`config.mk`:
```
export PLATFORM = sky130hd
export DESIGN_NAME = switch_node_config_registers
export DESIGN_NICKNAME = d
export VERILOG_FILES = /design/src/pkg/node_cfg_pkg.sv /design/src/switch_node_config_registers.sv
export VERILOG_INCLUDE_DIRS = /design/src /design/src/pkg
export SDC_FILE = /design/constraint.sdc
export NUM_CORES = 2
export LEC_CHECK = 0
export BUFFER_PORTS_ARGS = -buffer_cell sky130_fd_sc_hd__clkbuf_2
export CORE_ASPECT_RATIO = 2
export CORE_UTILIZATION = 63
export DETAILED_ROUTE_END_ITERATION = 12
export GPL_TIMING_DRIVEN = 0
export PLACE_DENSITY_LB_ADDON = 0.12
export SLEW_MARGIN = 20
export SYNTH_ARGS = -nofsm -noshare
export SYNTH_HDL_FRONTEND = slang
export SYNTH_SLANG_ARGS = --single-unit
```
`constraint.sdc`:
```
create_clock -name clk -period 2.7 [get_ports clk]
set_clock_uncertainty 0.1 [all_clocks]
set_input_delay 0.135 -clock clk [delete_from_list [all_inputs] [get_ports clk]]
set_output_delay 0.135 -clock clk [all_outputs]
set_load 0.02 [all_outputs]
```
`src/pkg/node_cfg_params.svh`:
```
// Offsets, field positions, write masks and reset values of the node register bank
`ifndef NODE_CFG_PARAMS_SVH
`define NODE_CFG_PARAMS_SVH

`define OFF_IDENT      8'h00
`define OFF_TOPO       8'h01
`define OFF_LOCK_HDR   8'h04
`define OFF_NODE_ID    8'h05
`define OFF_PLL        8'h06
`define OFF_SW_DIV     8'h07
`define OFF_REF_DIV    8'h08
`define OFF_DIR_LO     8'h0c
`define OFF_DIR_HI     8'h0d
`define OFF_DBG_PIN    8'h10
`define OFF_DBG_SRC    8'h1f
`define OFF_LINK_STAT  8'h20
`define OFF_PLINK      8'h40
`define OFF_LINK_SETUP 8'h80
`define OFF_LINK_STAT2 8'ha0

`define BIT_GLOBAL_LOCK 31
`define BIT_PLL_LOCK    8
`define BIT_HDR_MODE    0

`define PLL_MASK     32'h039f_ff7f
`define SW_DIV_MASK  32'h0000_ffff
`define DBG_PIN_MASK 32'h0000_0003
`define DBG_SRC_MASK 32'h0000_0011
`define LOCK_MASK    32'h8000_0101
`define NODE_ID_MASK 32'h0000_ffff

`define RST_REF_DIV  32'h0000_0003
`define RST_PLL      32'h0000_0000

`endif

```
`src/pkg/node_cfg_pkg.sv`:
```
// Types shared by the node register bank
`default_nettype none
package node_cfg_pkg;
  typedef logic [31:0] word_t;   // One register word
  typedef logic [7:0]  addr_t;   // Register number
  typedef logic [15:0] node_id_t; // Routing identifier
endpackage
`default_nettype wire

```
`src/switch_node_config_registers.sv`:
```
// Configuration register bank of a switch node
`include "node_cfg_params.svh"
`default_nettype none

module switch_node_config_registers #(
  parameter logic [7:0] CHIP_ID     = 8'h5a, // Arbitrary value
  parameter logic [7:0] REVISION    = 8'h01, // Arbitrary value
  parameter logic [7:0] VERSION     = 8'h01, // Arbitrary value
  parameter logic [7:0] NUM_LINKS   = 8'h08,
  parameter logic [7:0] NUM_CORES   = 8'h01,
  parameter logic [7:0] LINKS_PER_P = 8'h04,
  parameter int         N_LINK      = 8,
  parameter int         N_PLINK     = 4
) (
  input  wire logic                     clk,
  input  wire logic                     arst_n,
  input  wire logic                     cfg_wr,       // Config write strobe
  input  wire logic                     cfg_rd,       // Config read strobe
  input  wire node_cfg_pkg::addr_t      cfg_addr,
  input  wire node_cfg_pkg::word_t      cfg_wdata,
  input  wire logic                     boot_select_pin_zero,
  input  wire logic                     boot_select_pin_one,
  input  wire node_cfg_pkg::node_id_t   msg_dest,     // Incoming destination
  input  wire logic                     msg_valid,
  output var  node_cfg_pkg::word_t      cfg_rdata,
  output var  logic                     cfg_rvalid,
  output var  logic                     one_byte_headers,
  output var  node_cfg_pkg::node_id_t   node_id,
  output var  logic                     route_match,  // Destination is us
  output var  logic [4:0]               route_bit,    // MSB mismatch index
  output var  logic                     route_valid,
  output var  logic                     tile_reset    // One-cycle pulse
);

  // Stored registers. Every word is a row of flops; reserved bits are
  // masked off on the way in, so the read path needs no masking.
  // Link-side banks are flop arrays indexed by low address bits.
  // Lock and PLL words come first; banks follow.
  node_cfg_pkg::word_t lock_hdr;
  node_cfg_pkg::word_t pll;
  node_cfg_pkg::word_t sw_div;
  node_cfg_pkg::word_t ref_div;
  node_cfg_pkg::word_t dir_lo;
  node_cfg_pkg::word_t dir_hi;
  node_cfg_pkg::word_t dbg_pin;
  node_cfg_pkg::word_t dbg_src;
  node_cfg_pkg::word_t link_stat  [N_LINK];
  node_cfg_pkg::word_t plink      [N_PLINK];
  node_cfg_pkg::word_t link_setup [N_LINK];
  node_cfg_pkg::word_t link_stat2 [N_LINK];
  logic [1:0]          mode_pins;   // Captured after reset release
  logic                mode_taken;  // Capture done

  // Lock decode; the global lock wins over everything
  // A refused write is dropped without any answer on the bus, so
  // software must read back to learn whether a write landed. The
  // global lock also freezes the lock word itself until reset.
  wire logic global_lock = lock_hdr[`BIT_GLOBAL_LOCK];
  wire logic pll_lock    = lock_hdr[`BIT_PLL_LOCK];
  wire logic wr_ok       = cfg_wr & ~global_lock;

  // Per-register write selects
  // Each is one compare against a fixed number; the bank windows are
  // decoded apart below. Writes to 0x00, 0x01 and unmapped numbers
  // match nothing and so change nothing.
  wire logic wr_lock  = wr_ok & (cfg_addr == `OFF_LOCK_HDR);
  wire logic wr_id    = wr_ok & (cfg_addr == `OFF_NODE_ID);
  wire logic wr_pll   = wr_ok & ~pll_lock &
                        (cfg_addr == `OFF_PLL);
  wire logic wr_swdiv = wr_ok & (cfg_addr == `OFF_SW_DIV);
  wire logic wr_refdv = wr_ok & (cfg_addr == `OFF_REF_DIV);
  wire logic wr_dirlo = wr_ok & (cfg_addr == `OFF_DIR_LO);
  wire logic wr_dirhi = wr_ok & (cfg_addr == `OFF_DIR_HI);
  wire logic wr_dbgp  = wr_ok & (cfg_addr == `OFF_DBG_PIN);
  wire logic wr_dbgs  = wr_ok & (cfg_addr == `OFF_DBG_SRC);

  // Array window decode; index in the low bits
  // Windows sit on aligned numbers, so the high bits pick the bank
  // and the low bits index the entry with no adder in the path.
  // The bases are cut to the compared width on purpose.
  wire logic in_lstat  = cfg_addr[7:3] == 5'(`OFF_LINK_STAT >> 3);
  wire logic in_plink  = cfg_addr[7:2] == 6'(`OFF_PLINK >> 2);
  wire logic in_lsetup = cfg_addr[7:3] == 5'(`OFF_LINK_SETUP >> 3);
  wire logic in_lstat2 = cfg_addr[7:3] == 5'(`OFF_LINK_STAT2 >> 3);
  wire logic [2:0] idx8 = cfg_addr[2:0];
  wire logic [1:0] idx4 = cfg_addr[1:0];

  // Lock bits only ever latch on writes that pass the global lock
  always_ff @(posedge clk or negedge arst_n) begin
    if (!arst_n) begin
      lock_hdr <= '0;
    end else if (wr_lock) begin
      // Both lock bits and the header bit stay writable here; only
      // the global lock keeps a later write from clearing them.
      // Every node must be given the same header bit by software.
      lock_hdr <= cfg_wdata & `LOCK_MASK;
    end
  end

  // Routing identifier; upper half stays zero
  // Only the low half is stored; the read side rebuilds the upper
  // half as zero, which saves sixteen flops that would hold nothing.
  // The identifier is also a port, so the routing logic below reads
  // the same flops that a configuration read returns.
  always_ff @(posedge clk or negedge arst_n) begin
    if (!arst_n) begin
      node_id <= '0;
    end else if (wr_id) begin
      node_id <= cfg_wdata[15:0];
    end
  end

  // PLL settings; an accepted write also pulses the tile reset
  // The pulse is registered so the tile sees a clean one-cycle
  // request, never a glitch from the address decode. A refused
  // write leaves both the word and the pulse untouched.
  always_ff @(posedge clk or negedge arst_n) begin
    if (!arst_n) begin
      pll        <= `RST_PLL;
      tile_reset <= 1'b0;
    end else begin
      // Low by default, high only in the cycle after a write
      tile_reset <= wr_pll;
      if (wr_pll) begin
        pll <= cfg_wdata & `PLL_MASK;
      end
    end
  end

  // Divider, direction and debug registers
  // Both dividers keep only their low sixteen bits. The reference
  // divider resets to its working ratio so the node has a sane
  // reference clock before software touches it. The direction
  // tables are stored and read back only; steering by them is left
  // to the switch core outside this block.
  always_ff @(posedge clk or negedge arst_n) begin
    if (!arst_n) begin
      sw_div  <= '0;
      ref_div <= `RST_REF_DIV;
      dir_lo  <= '0;
      dir_hi  <= '0;
      dbg_pin <= '0;
      dbg_src <= '0;
    end else begin
      if (wr_swdiv) sw_div  <= cfg_wdata & `SW_DIV_MASK;
      if (wr_refdv) ref_div <= cfg_wdata & `SW_DIV_MASK;
      if (wr_dirlo) dir_lo  <= cfg_wdata;
      if (wr_dirhi) dir_hi  <= cfg_wdata;
      if (wr_dbgp)  dbg_pin <= cfg_wdata & `DBG_PIN_MASK;
      if (wr_dbgs)  dbg_src <= cfg_wdata & `DBG_SRC_MASK;
    end
  end

  // Eight-entry link banks, one flip-flop word per entry
  // The index compare is shared by the three banks, whose windows
  // never overlap, so at most one entry takes any write.
  // Entries hold their value until an accepted write.
  for (genvar i = 0; i < N_LINK; i++) begin : g_link
    always_ff @(posedge clk or negedge arst_n) begin
      if (!arst_n) begin
        link_stat[i]  <= '0;
        link_setup[i] <= '0;
        link_stat2[i] <= '0;
      end else if (wr_ok && idx8 == 3'(i)) begin
        if (in_lstat)  link_stat[i]  <= cfg_wdata;
        if (in_lsetup) link_setup[i] <= cfg_wdata;
        if (in_lstat2) link_stat2[i] <= cfg_wdata;
      end
    end
  end

  // Processor link bank
  // Four entries only; numbers 0x44 to 0x47 fall through and read
  // back as zero.
  for (genvar j = 0; j < N_PLINK; j++) begin : g_plink
    always_ff @(posedge clk or negedge arst_n) begin
      if (!arst_n) begin
        plink[j] <= '0;
      end else if (wr_ok && in_plink && idx4 == 2'(j)) begin
        plink[j] <= cfg_wdata;
      end
    end
  end

  // Mode pins caught once, on the first edge after reset release
  // The pins are taken as synchronous. They are read once per reset, so a
  // later change on the board cannot alter the identity word until the next reset; a read
  // taken at that very first edge still shows zero in the pin field.
  always_ff @(posedge clk or negedge arst_n) begin
    if (!arst_n) begin
      mode_pins  <= '0;
      mode_taken <= 1'b0;
    end else if (!mode_taken) begin
      mode_pins  <= {boot_select_pin_one, boot_select_pin_zero};
      mode_taken <= 1'b1;
    end
  end

  // Read multiplexer; unmapped numbers and reserved bits read zero
  // Banks are tested first because their windows cover many numbers;
  // the fixed registers follow in one flat case. A read has no side
  // effect, so a repeated read is harmless.
  node_cfg_pkg::word_t rd_mux;
  always_comb begin
    rd_mux = '0;
    if (in_lstat)       rd_mux = link_stat[idx8];
    else if (in_plink)  rd_mux = plink[idx4];
    else if (in_lsetup) rd_mux = link_setup[idx8];
    else if (in_lstat2) rd_mux = link_stat2[idx8];
    else begin
      // Fixed registers; unmapped numbers take the default
      unique case (cfg_addr)
        `OFF_IDENT:    rd_mux = {CHIP_ID, 6'h00, mode_pins,
                                 REVISION, VERSION};
        `OFF_TOPO:     rd_mux = {8'h00, NUM_LINKS, NUM_CORES,
                                 LINKS_PER_P};
        `OFF_LOCK_HDR: rd_mux = lock_hdr;
        `OFF_NODE_ID:  rd_mux = {16'h0000, node_id};
        `OFF_PLL:      rd_mux = pll;
        `OFF_SW_DIV:   rd_mux = sw_div;
        `OFF_REF_DIV:  rd_mux = ref_div;
        `OFF_DIR_LO:   rd_mux = dir_lo;
        `OFF_DIR_HI:   rd_mux = dir_hi;
        `OFF_DBG_PIN:  rd_mux = dbg_pin;
        `OFF_DBG_SRC:  rd_mux = dbg_src;
        default:       rd_mux = '0;
      endcase
    end
  end

  // Registered read answer, one cycle after the strobe
  // Data holds until the next read so a slow requester may pick it
  // up late; the valid flag stands for one cycle only. A write and
  // a read in the same cycle return the old word.
  always_ff @(posedge clk or negedge arst_n) begin
    if (!arst_n) begin
      cfg_rdata  <= '0;
      cfg_rvalid <= 1'b0;
    end else begin
      cfg_rvalid <= cfg_rd;
      if (cfg_rd) cfg_rdata <= rd_mux;
    end
  end

  // Header mode reaches the switch core from a flop
  // One cycle behind the stored bit; the core should only change
  // header size between packets, so the delay does no harm.
  always_ff @(posedge clk or negedge arst_n) begin
    if (!arst_n) begin
      one_byte_headers <= 1'b0;
    end else begin
      one_byte_headers <= lock_hdr[`BIT_HDR_MODE];
    end
  end

  // Most significant mismatching bit, scanned from the bottom up
  // The loop runs upwards, so the last mismatching bit seen is the
  // highest one, which is what a top-down comparison finds first.
  // A full match leaves index zero; the match flag tells that case
  // apart from a mismatch in bit zero.
  wire node_cfg_pkg::node_id_t diff = msg_dest ^ node_id;
  logic [4:0] msb_idx;
  always_comb begin
    msb_idx = 5'h00;
    for (int b = 0; b < 16; b++) begin
      if (diff[b]) msb_idx = 5'(b);
    end
  end

  // Routing decision flops
  // Match and index hold until the next message; only the valid
  // flag is a pulse. Messages may come back to back.
  always_ff @(posedge clk or negedge arst_n) begin
    if (!arst_n) begin
      route_match <= 1'b0;
      route_bit   <= '0;
      route_valid <= 1'b0;
    end else begin
      route_valid <= msg_valid;
      if (msg_valid) begin
        // Decision taken only while a message is present
        route_match <= (diff == '0);
        route_bit   <= msb_idx;
      end
    end
  end

  // Limitation: a message that arrives in the cycle of an identifier
  // write is compared against the old identifier.
endmodule
`default_nettype wire

```
======== Yosys cells after proc, flatten, opt, wreduce, memory -nomap -nowiden ========
Cells that the tools add are included.
storage, ports and cells
  register bits after elaboration ......... 1,083
  bits in latches ......................... 0
  bits in writable memories ............... 0
  bits in read-only memories .............. 0
  output and inout port bits .............. 58
  word-level logic and storage cells ...... 161
  memories kept ........................... 0
cells by class
  add/subtract/negate cells ............... 0
  multipliers ............................. 0
  div/mod/pow operators ................... 0
  $lt $le $gt $ge ......................... 2
  equal/unequal tests ..................... 24
  shifts and indexed selects .............. 0
  multiplexer cells ....................... 32
  bitwise operators ....................... 16
  reduce and logical (&&, ||, !) cells .... 41
operators with widths
  cell                  count
  $mux W32              12
  $pmux W32 S11         1
  $bmux W32 S3          3
  $mux W5               14
  $bmux W32 S2          1
  $reduce_and A2 Y1     24
  $eq A8 B3 Y1 const B  4
  $eq A8 B4 Y1 const B  3
  $eq A8 B5 Y1 const B  2
  $logic_not A16 Y1     1
  $xor A16 B16 Y16      1
  $logic_and A1 B1 Y1   13
  $eq A3 B3 Y1 const B  4
  $and A1 B1 Y1         11
  $eq A5 B5 Y1 const B  2
  $eq A8 B1 Y1 const B  1
  $logic_not A8 Y1      1
  $eq A3 B2 Y1 const B  2
  $eq A6 B5 Y1 const B  1
  $eq A5 B3 Y1 const B  1
  $eq A2 B2 Y1 const B  2
  $ge A4 B4 Y1 const B  1
  $not A3 Y4            1
  $eq A3 B1 Y1 const B  1
  7 further kinds       8

======== Logic depth before layout (Yosys ltp) ========
  depth in word-level cells ............... 16
  gate-level depth with buffers ........... 10
  mapped depth without buffers ............ 5

======== Worst setup path before layout ========
No wires, ideal clock.
  kind .................................... input port to flip-flop
  from .................................... in cfg_addr[0]
  to ...................................... reg cfg_rdata[10]
  library setup time ...................... 0.147 ns
  arrival ................................. 1.836 ns
  required time ........................... 2.453 ns
  setup slack ............................. 0.617 ns
  stages .................................. 8
  cell sequence ........................... buf_4 buf_6 buf_6 buf_6 buf_2 mux4_2 o21ai_0 o221ai_1
on the way
  longest elaborated chain between the ends .. 8
  elaborated cells between the ends (all ways) .. 30
  those cells by class .................... eq/ne: 10; mux: 17; bitwise: 2; reduce/logical: 1
ends and longest elaborated chain
  item                                          line                                                                                                           source
  start: declaration                            switch_node_config_registers.sv:19                                                                             input wire node_cfg_pkg::addr_t cfg_addr,
  $not A3 Y4 (implied by the code)              switch_node_config_registers.sv:206, switch_node_config_registers.sv:208, switch_node_config_registers.sv:209
  $bmux W32 S3                                  switch_node_config_registers.sv:209                                                                            else if (in_lstat2) rd_mux = link_stat2[idx8];
  $mux W32 (implied by the code) (2 in series)  switch_node_config_registers.sv:209
  $mux W32                                      switch_node_config_registers.sv:209
  $mux W32                                      switch_node_config_registers.sv:208                                                                            else if (in_lsetup) rd_mux = link_setup[idx8];
  $mux W32                                      switch_node_config_registers.sv:207                                                                            else if (in_plink) rd_mux = plink[idx4];
  $mux W32 (*)                                  switch_node_config_registers.sv:206                                                                            if (in_lstat) rd_mux = link_stat[idx8];
  end signal: assignment                        switch_node_config_registers.sv:241                                                                            if (cfg_rd) cfg_rdata <= rd_mux;
  end: declaration                              switch_node_config_registers.sv:25                                                                             output var node_cfg_pkg::word_t cfg_rdata,
Mark *: on every way between the ends. The rest lies on a longest branch, timed or not. The select of a mux whose other input is x is not followed.
A chain may end at the register's enable or synchronous reset.

======== Worst setup path in the final report ========
  from .................................... in cfg_addr[1]
  to ...................................... reg cfg_rdata[17]
The elaborated chain is that of the path after synthesis.

==> qor.txt <==
Syn_area_per_cell = 14.8 sq um
Area Growth Syn to Fin = 12.4%
Num rows = 145
IO Pins = 121
Cells after Synth = 3,341
R2R depth = 5
Max Slew Vio Count = 0
CTS buffer count = 93
Die W = 200 um
NumNets Final = 3,678
#FFs+latches synth = 1,082
Post-synth top flop = dfrtp_1
CORE AREA = 0.0780 sq mm
Synth Area in Simple Gates = 3.69%
Clock Latency Late Sink = 720 ps
Setup TNS Final = -1760 ps
Initial core utilization = 63.5%
Fin crit period = 2900 ps
CTS H-tree depth = 3
Worst Path Required = 3140 ps
DRC viols = 0
R2R Path Start = link_setup[138]
Fin. Hold Viols = 73
Cell Area, Synth = 0.0496 sq mm
First-pass GRT wire length = 259,000 um
Synth Area in Compound Gates = 3.19%
Routability cong. = 1.03
Initial antenna violation count = 8
Synth top area share = 54.5%
Die footprint = 0.0798 sq mm
Hold WC Path Type = primary input to asynchronous set/reset pin
Syn Nets = 3,404
CP endpoint kind = flop
Sequential element share of the synthesized area = 54.6%
Failing checks = negative hold slack, negative setup slack
Number of DRC markers in iteration 0 = 2,702
FMAX = 0.345 GHz
Status = finished with violations
Number of global-route vias before repair = 35.4k
Via count = 33.1k
Top cell type by total area after synthesis = dfrtp_1
Clock tree buffer depth = 3
FFs w/ async S/R, synth = 100%
Fin Hold WS = -153 ps
I/O Buffers = 108
Final Cell Area = 0.0557 sq mm
Final setup vio count = 27
Synth top area cells = dfrtp_1 (55%), mux2_2 (22%), mux4_2 (9.7%)
CTS sink cnt = 1,082
Fin crit share = 107%
Root Buffer Master = clkbuf_16
Pwr Density = 624 mW/mm^2
Die H = 399 um
# hold bufs at CTS = 54
CP arrival = 3330 ps
Main combinational cell family by area after synthesis = multiplexers
Total GRT Usage = 47.3%
Setup crit start kind = primary input
Routed Antenna Nets = 0
Fillers = 5,133
Vias per cell = 7.00
Post-synthesis xor/xnor area fraction = 0.283%
CTS tree = yes
CP max FO = 10
Headroom to the max-slew limit = 13.0%
FF-to-FF setup slack = -10 ps
P_leak = 27.2 nW
Worst slew pin tran = 1300 ps
Ys Warns = 0
RSZ-0062 raised after global routing = yes
Largest net degree at the start of global routing = 105
Routed len/inst = 39.0 um
Critical R2R Capture = cfg_rdata[10]
Mux contribution to synthesized area = 35.1%
Max cap viols = 0
Reg clk slew, reported paths = 70 ps
Initial DRT Pass Iterations = 5
Placed cell area = 0.0518 sq mm
Worst Setup Slack, final = -197 ps
Crit path from = cfg_addr[1]
Count of cell types in the netlist = 76
Worst VDD drop = 680 uV
HPWL Detailed = 134,000 um
Total grt overflow = 0
Adder-cell share of the synthesized area = 0%
CP Class = primary input to flop
Share of cells above drive strength 1 = 46.3%
Post-synth EDFFs = 0
Final wirelength = 184,000 um
==> cell type report <==
type	instances	area (sq um)	share of cell area, %
clock inverters	38	453	0.813
inverters	8	30.0	0.0539
plain buffers	323	1610	2.90
clock buffers	131	2640	4.74
diodes	4	10.0	0.0180
flip-flops and latches	1082	27100	48.6
repair buffers	180	1510	2.72
well taps	1029	1290	2.31
multi-input cells	1927	21100	37.8
==> cells by family (layout without fill, tap and decap cells) <==
group / Yosys count / count (layout)
other cells: 2 / 6
flops: 1082 / 1082
buf+inv: 332 / 680
compound gates: 231 / 231
simple gates: 353 / 353
mux: 1325 / 1325
xor+xnor: 16 / 16
==> critical path: stages <==
cell and delay, ps:
clkbuf_2 160, buf_2 370, buf_4 360, buf_4 480, mux4_2 480, nand2_1 110, a21oi_1 170, nor4b_2 740
o221ai_1 270
==> per-stage QoR <==
| step | hold WS [ps] | instances | total power, mW | utilization [%] | worst slack (ps) |
|---|---|---|---|---|---|
| after global routing | -120 | 4719 | 35.5 | 71.4 | -15.7 |
| after floorplan | -261 | 3341 | 19.3 | - | 617 |
| final | -153 | 4722 | 34.8 | 71.4 | -197 |
| after global placement | 261 | 4478 | 20.7 | 65.9 | -22580 |
| after CTS | -78.8 | 4716 | 34.7 | 71.2 | 6.92 |
| after detailed placement | 117 | 4491 | 20.9 | 66.3 | -1390 |
==> synth_stat cells (7+ instances only) <==
cell / instances
mux2_2: 970
xnor2_1: 9
o221ai_1: 13
o2bb2ai_1: 10
and2_1: 7
mux2i_1: 57
xor2_1: 7
buf_4: 19
mux4_2: 214
dfrtp_1: 1080
nor4b_1: 7
nand2_1: 121
buf_1: 29
nand3_1: 63
o21ai_0: 47
nor2_1: 41
mux2_1: 54
nand4_1: 27
a31oi_1: 12
nor2b_1: 7
and3_1: 9
buf_6: 10
a21oi_1: 57
mux2_4: 30
nor4_1: 7
clkbuf_1: 147
inv_1: 8
nor3_1: 22
a221o_1: 8
o211ai_1: 14
buf_2: 118
==> where the power goes <==
part | leakage [nW] | switching, mW | internal [mW]
Combinational | 10.8 | 2.10 | 1.31
Clock | 1.52 | 6.38 | 7.55
Sequential | 14.9 | 0.453 | 17.0
==> how the worst max path moves through the flow <==
| stage | end | slack, ps | cells past startpoint |
|---|---|---|---|
| after floorplan | cfg_rdata[10] | 620 | 8 |
| after global placement | plink[25] | -22580 | 1 |
| after detailed placement | cfg_rdata[27] | -1390 | 9 |
| after CTS | cfg_rdata[29] | 7 | 9 |
| after global routing | link_stat[137] | -20 | 5 |
| final | cfg_rdata[17] | -200 | 9 |
==> repair_timing <==
action | 4_1_cts | 5_1_grt
resized for setup | 45 | 38
pin swaps | 1 | 3
cloned | 0 | 0
setup endpoints to repair | 341 | 315
endpoints found under the hold margin | 689 | 73
setup buffers | 3 | 1
==> layout by cell type, fill, tap and decap left out, types with 11 or more instances in the layout <==
| cell type | instances |
|---|---|
| mux2_4 | 30 |
| clkbuf_1 | 154 |
| mux2_1 | 54 |
| buf_2 | 110 |
| nand2_1 | 119 |
| o21ai_0 | 45 |
| buf_4 | 31 |
| dlygate4sd3_1 | 54 |
| nor2_1 | 39 |
| a31oi_1 | 12 |
| a21oi_1 | 57 |
| nor3_1 | 20 |
| buf_6 | 11 |
| clkbuf_2 | 129 |
| clkinv_2 | 21 |
| o221ai_1 | 13 |
| mux2i_1 | 56 |
| buf_16 | 12 |
| mux2_2 | 970 |
| mux4_2 | 214 |
| clkbuf_8 | 15 |
| o211ai_1 | 14 |
| clkbuf_16 | 94 |
| dfrtp_1 | 1080 |
| nand4_1 | 27 |
| nand3_1 | 63 |
==> flip-flops by register name, summed over array words and instances, names as in the netlist <==
| signal | flops |
|---|---|
| link_setup | 256 |
| link_stat2 | 256 |
| link_stat | 256 |
| plink | 128 |
| cfg_rdata | 32 |
| dir_hi | 32 |
| dir_lo | 32 |
| pll | 23 |
| node_id | 16 |
| ref_div | 16 |
| sw_div | 16 |
| route_bit | 4 |
| lock_hdr | 3 |
| dbg_pin | 2 |
| dbg_src | 2 |
| mode_pins | 2 |
| cfg_rvalid | 1 |
| mode_taken | 1 |
| one_byte_headers | 1 |
| route_match | 1 |
| route_valid | 1 |
| tile_reset | 1 |
==> routing by layer <==
layer  wire, um  track usage (%)  vias to the layer above  part of all wire, %
met4      25400             53.7                        6                   14
met5         44                0                        -                0.024
met1      57200             49.1                    17300                   31
met2      87900             75.4                     1987                   48
met3      13700             10.2                      819                  7.4
li1           -                -                    12900                    -
Note: power is estimated with default switching activity, not from simulation.
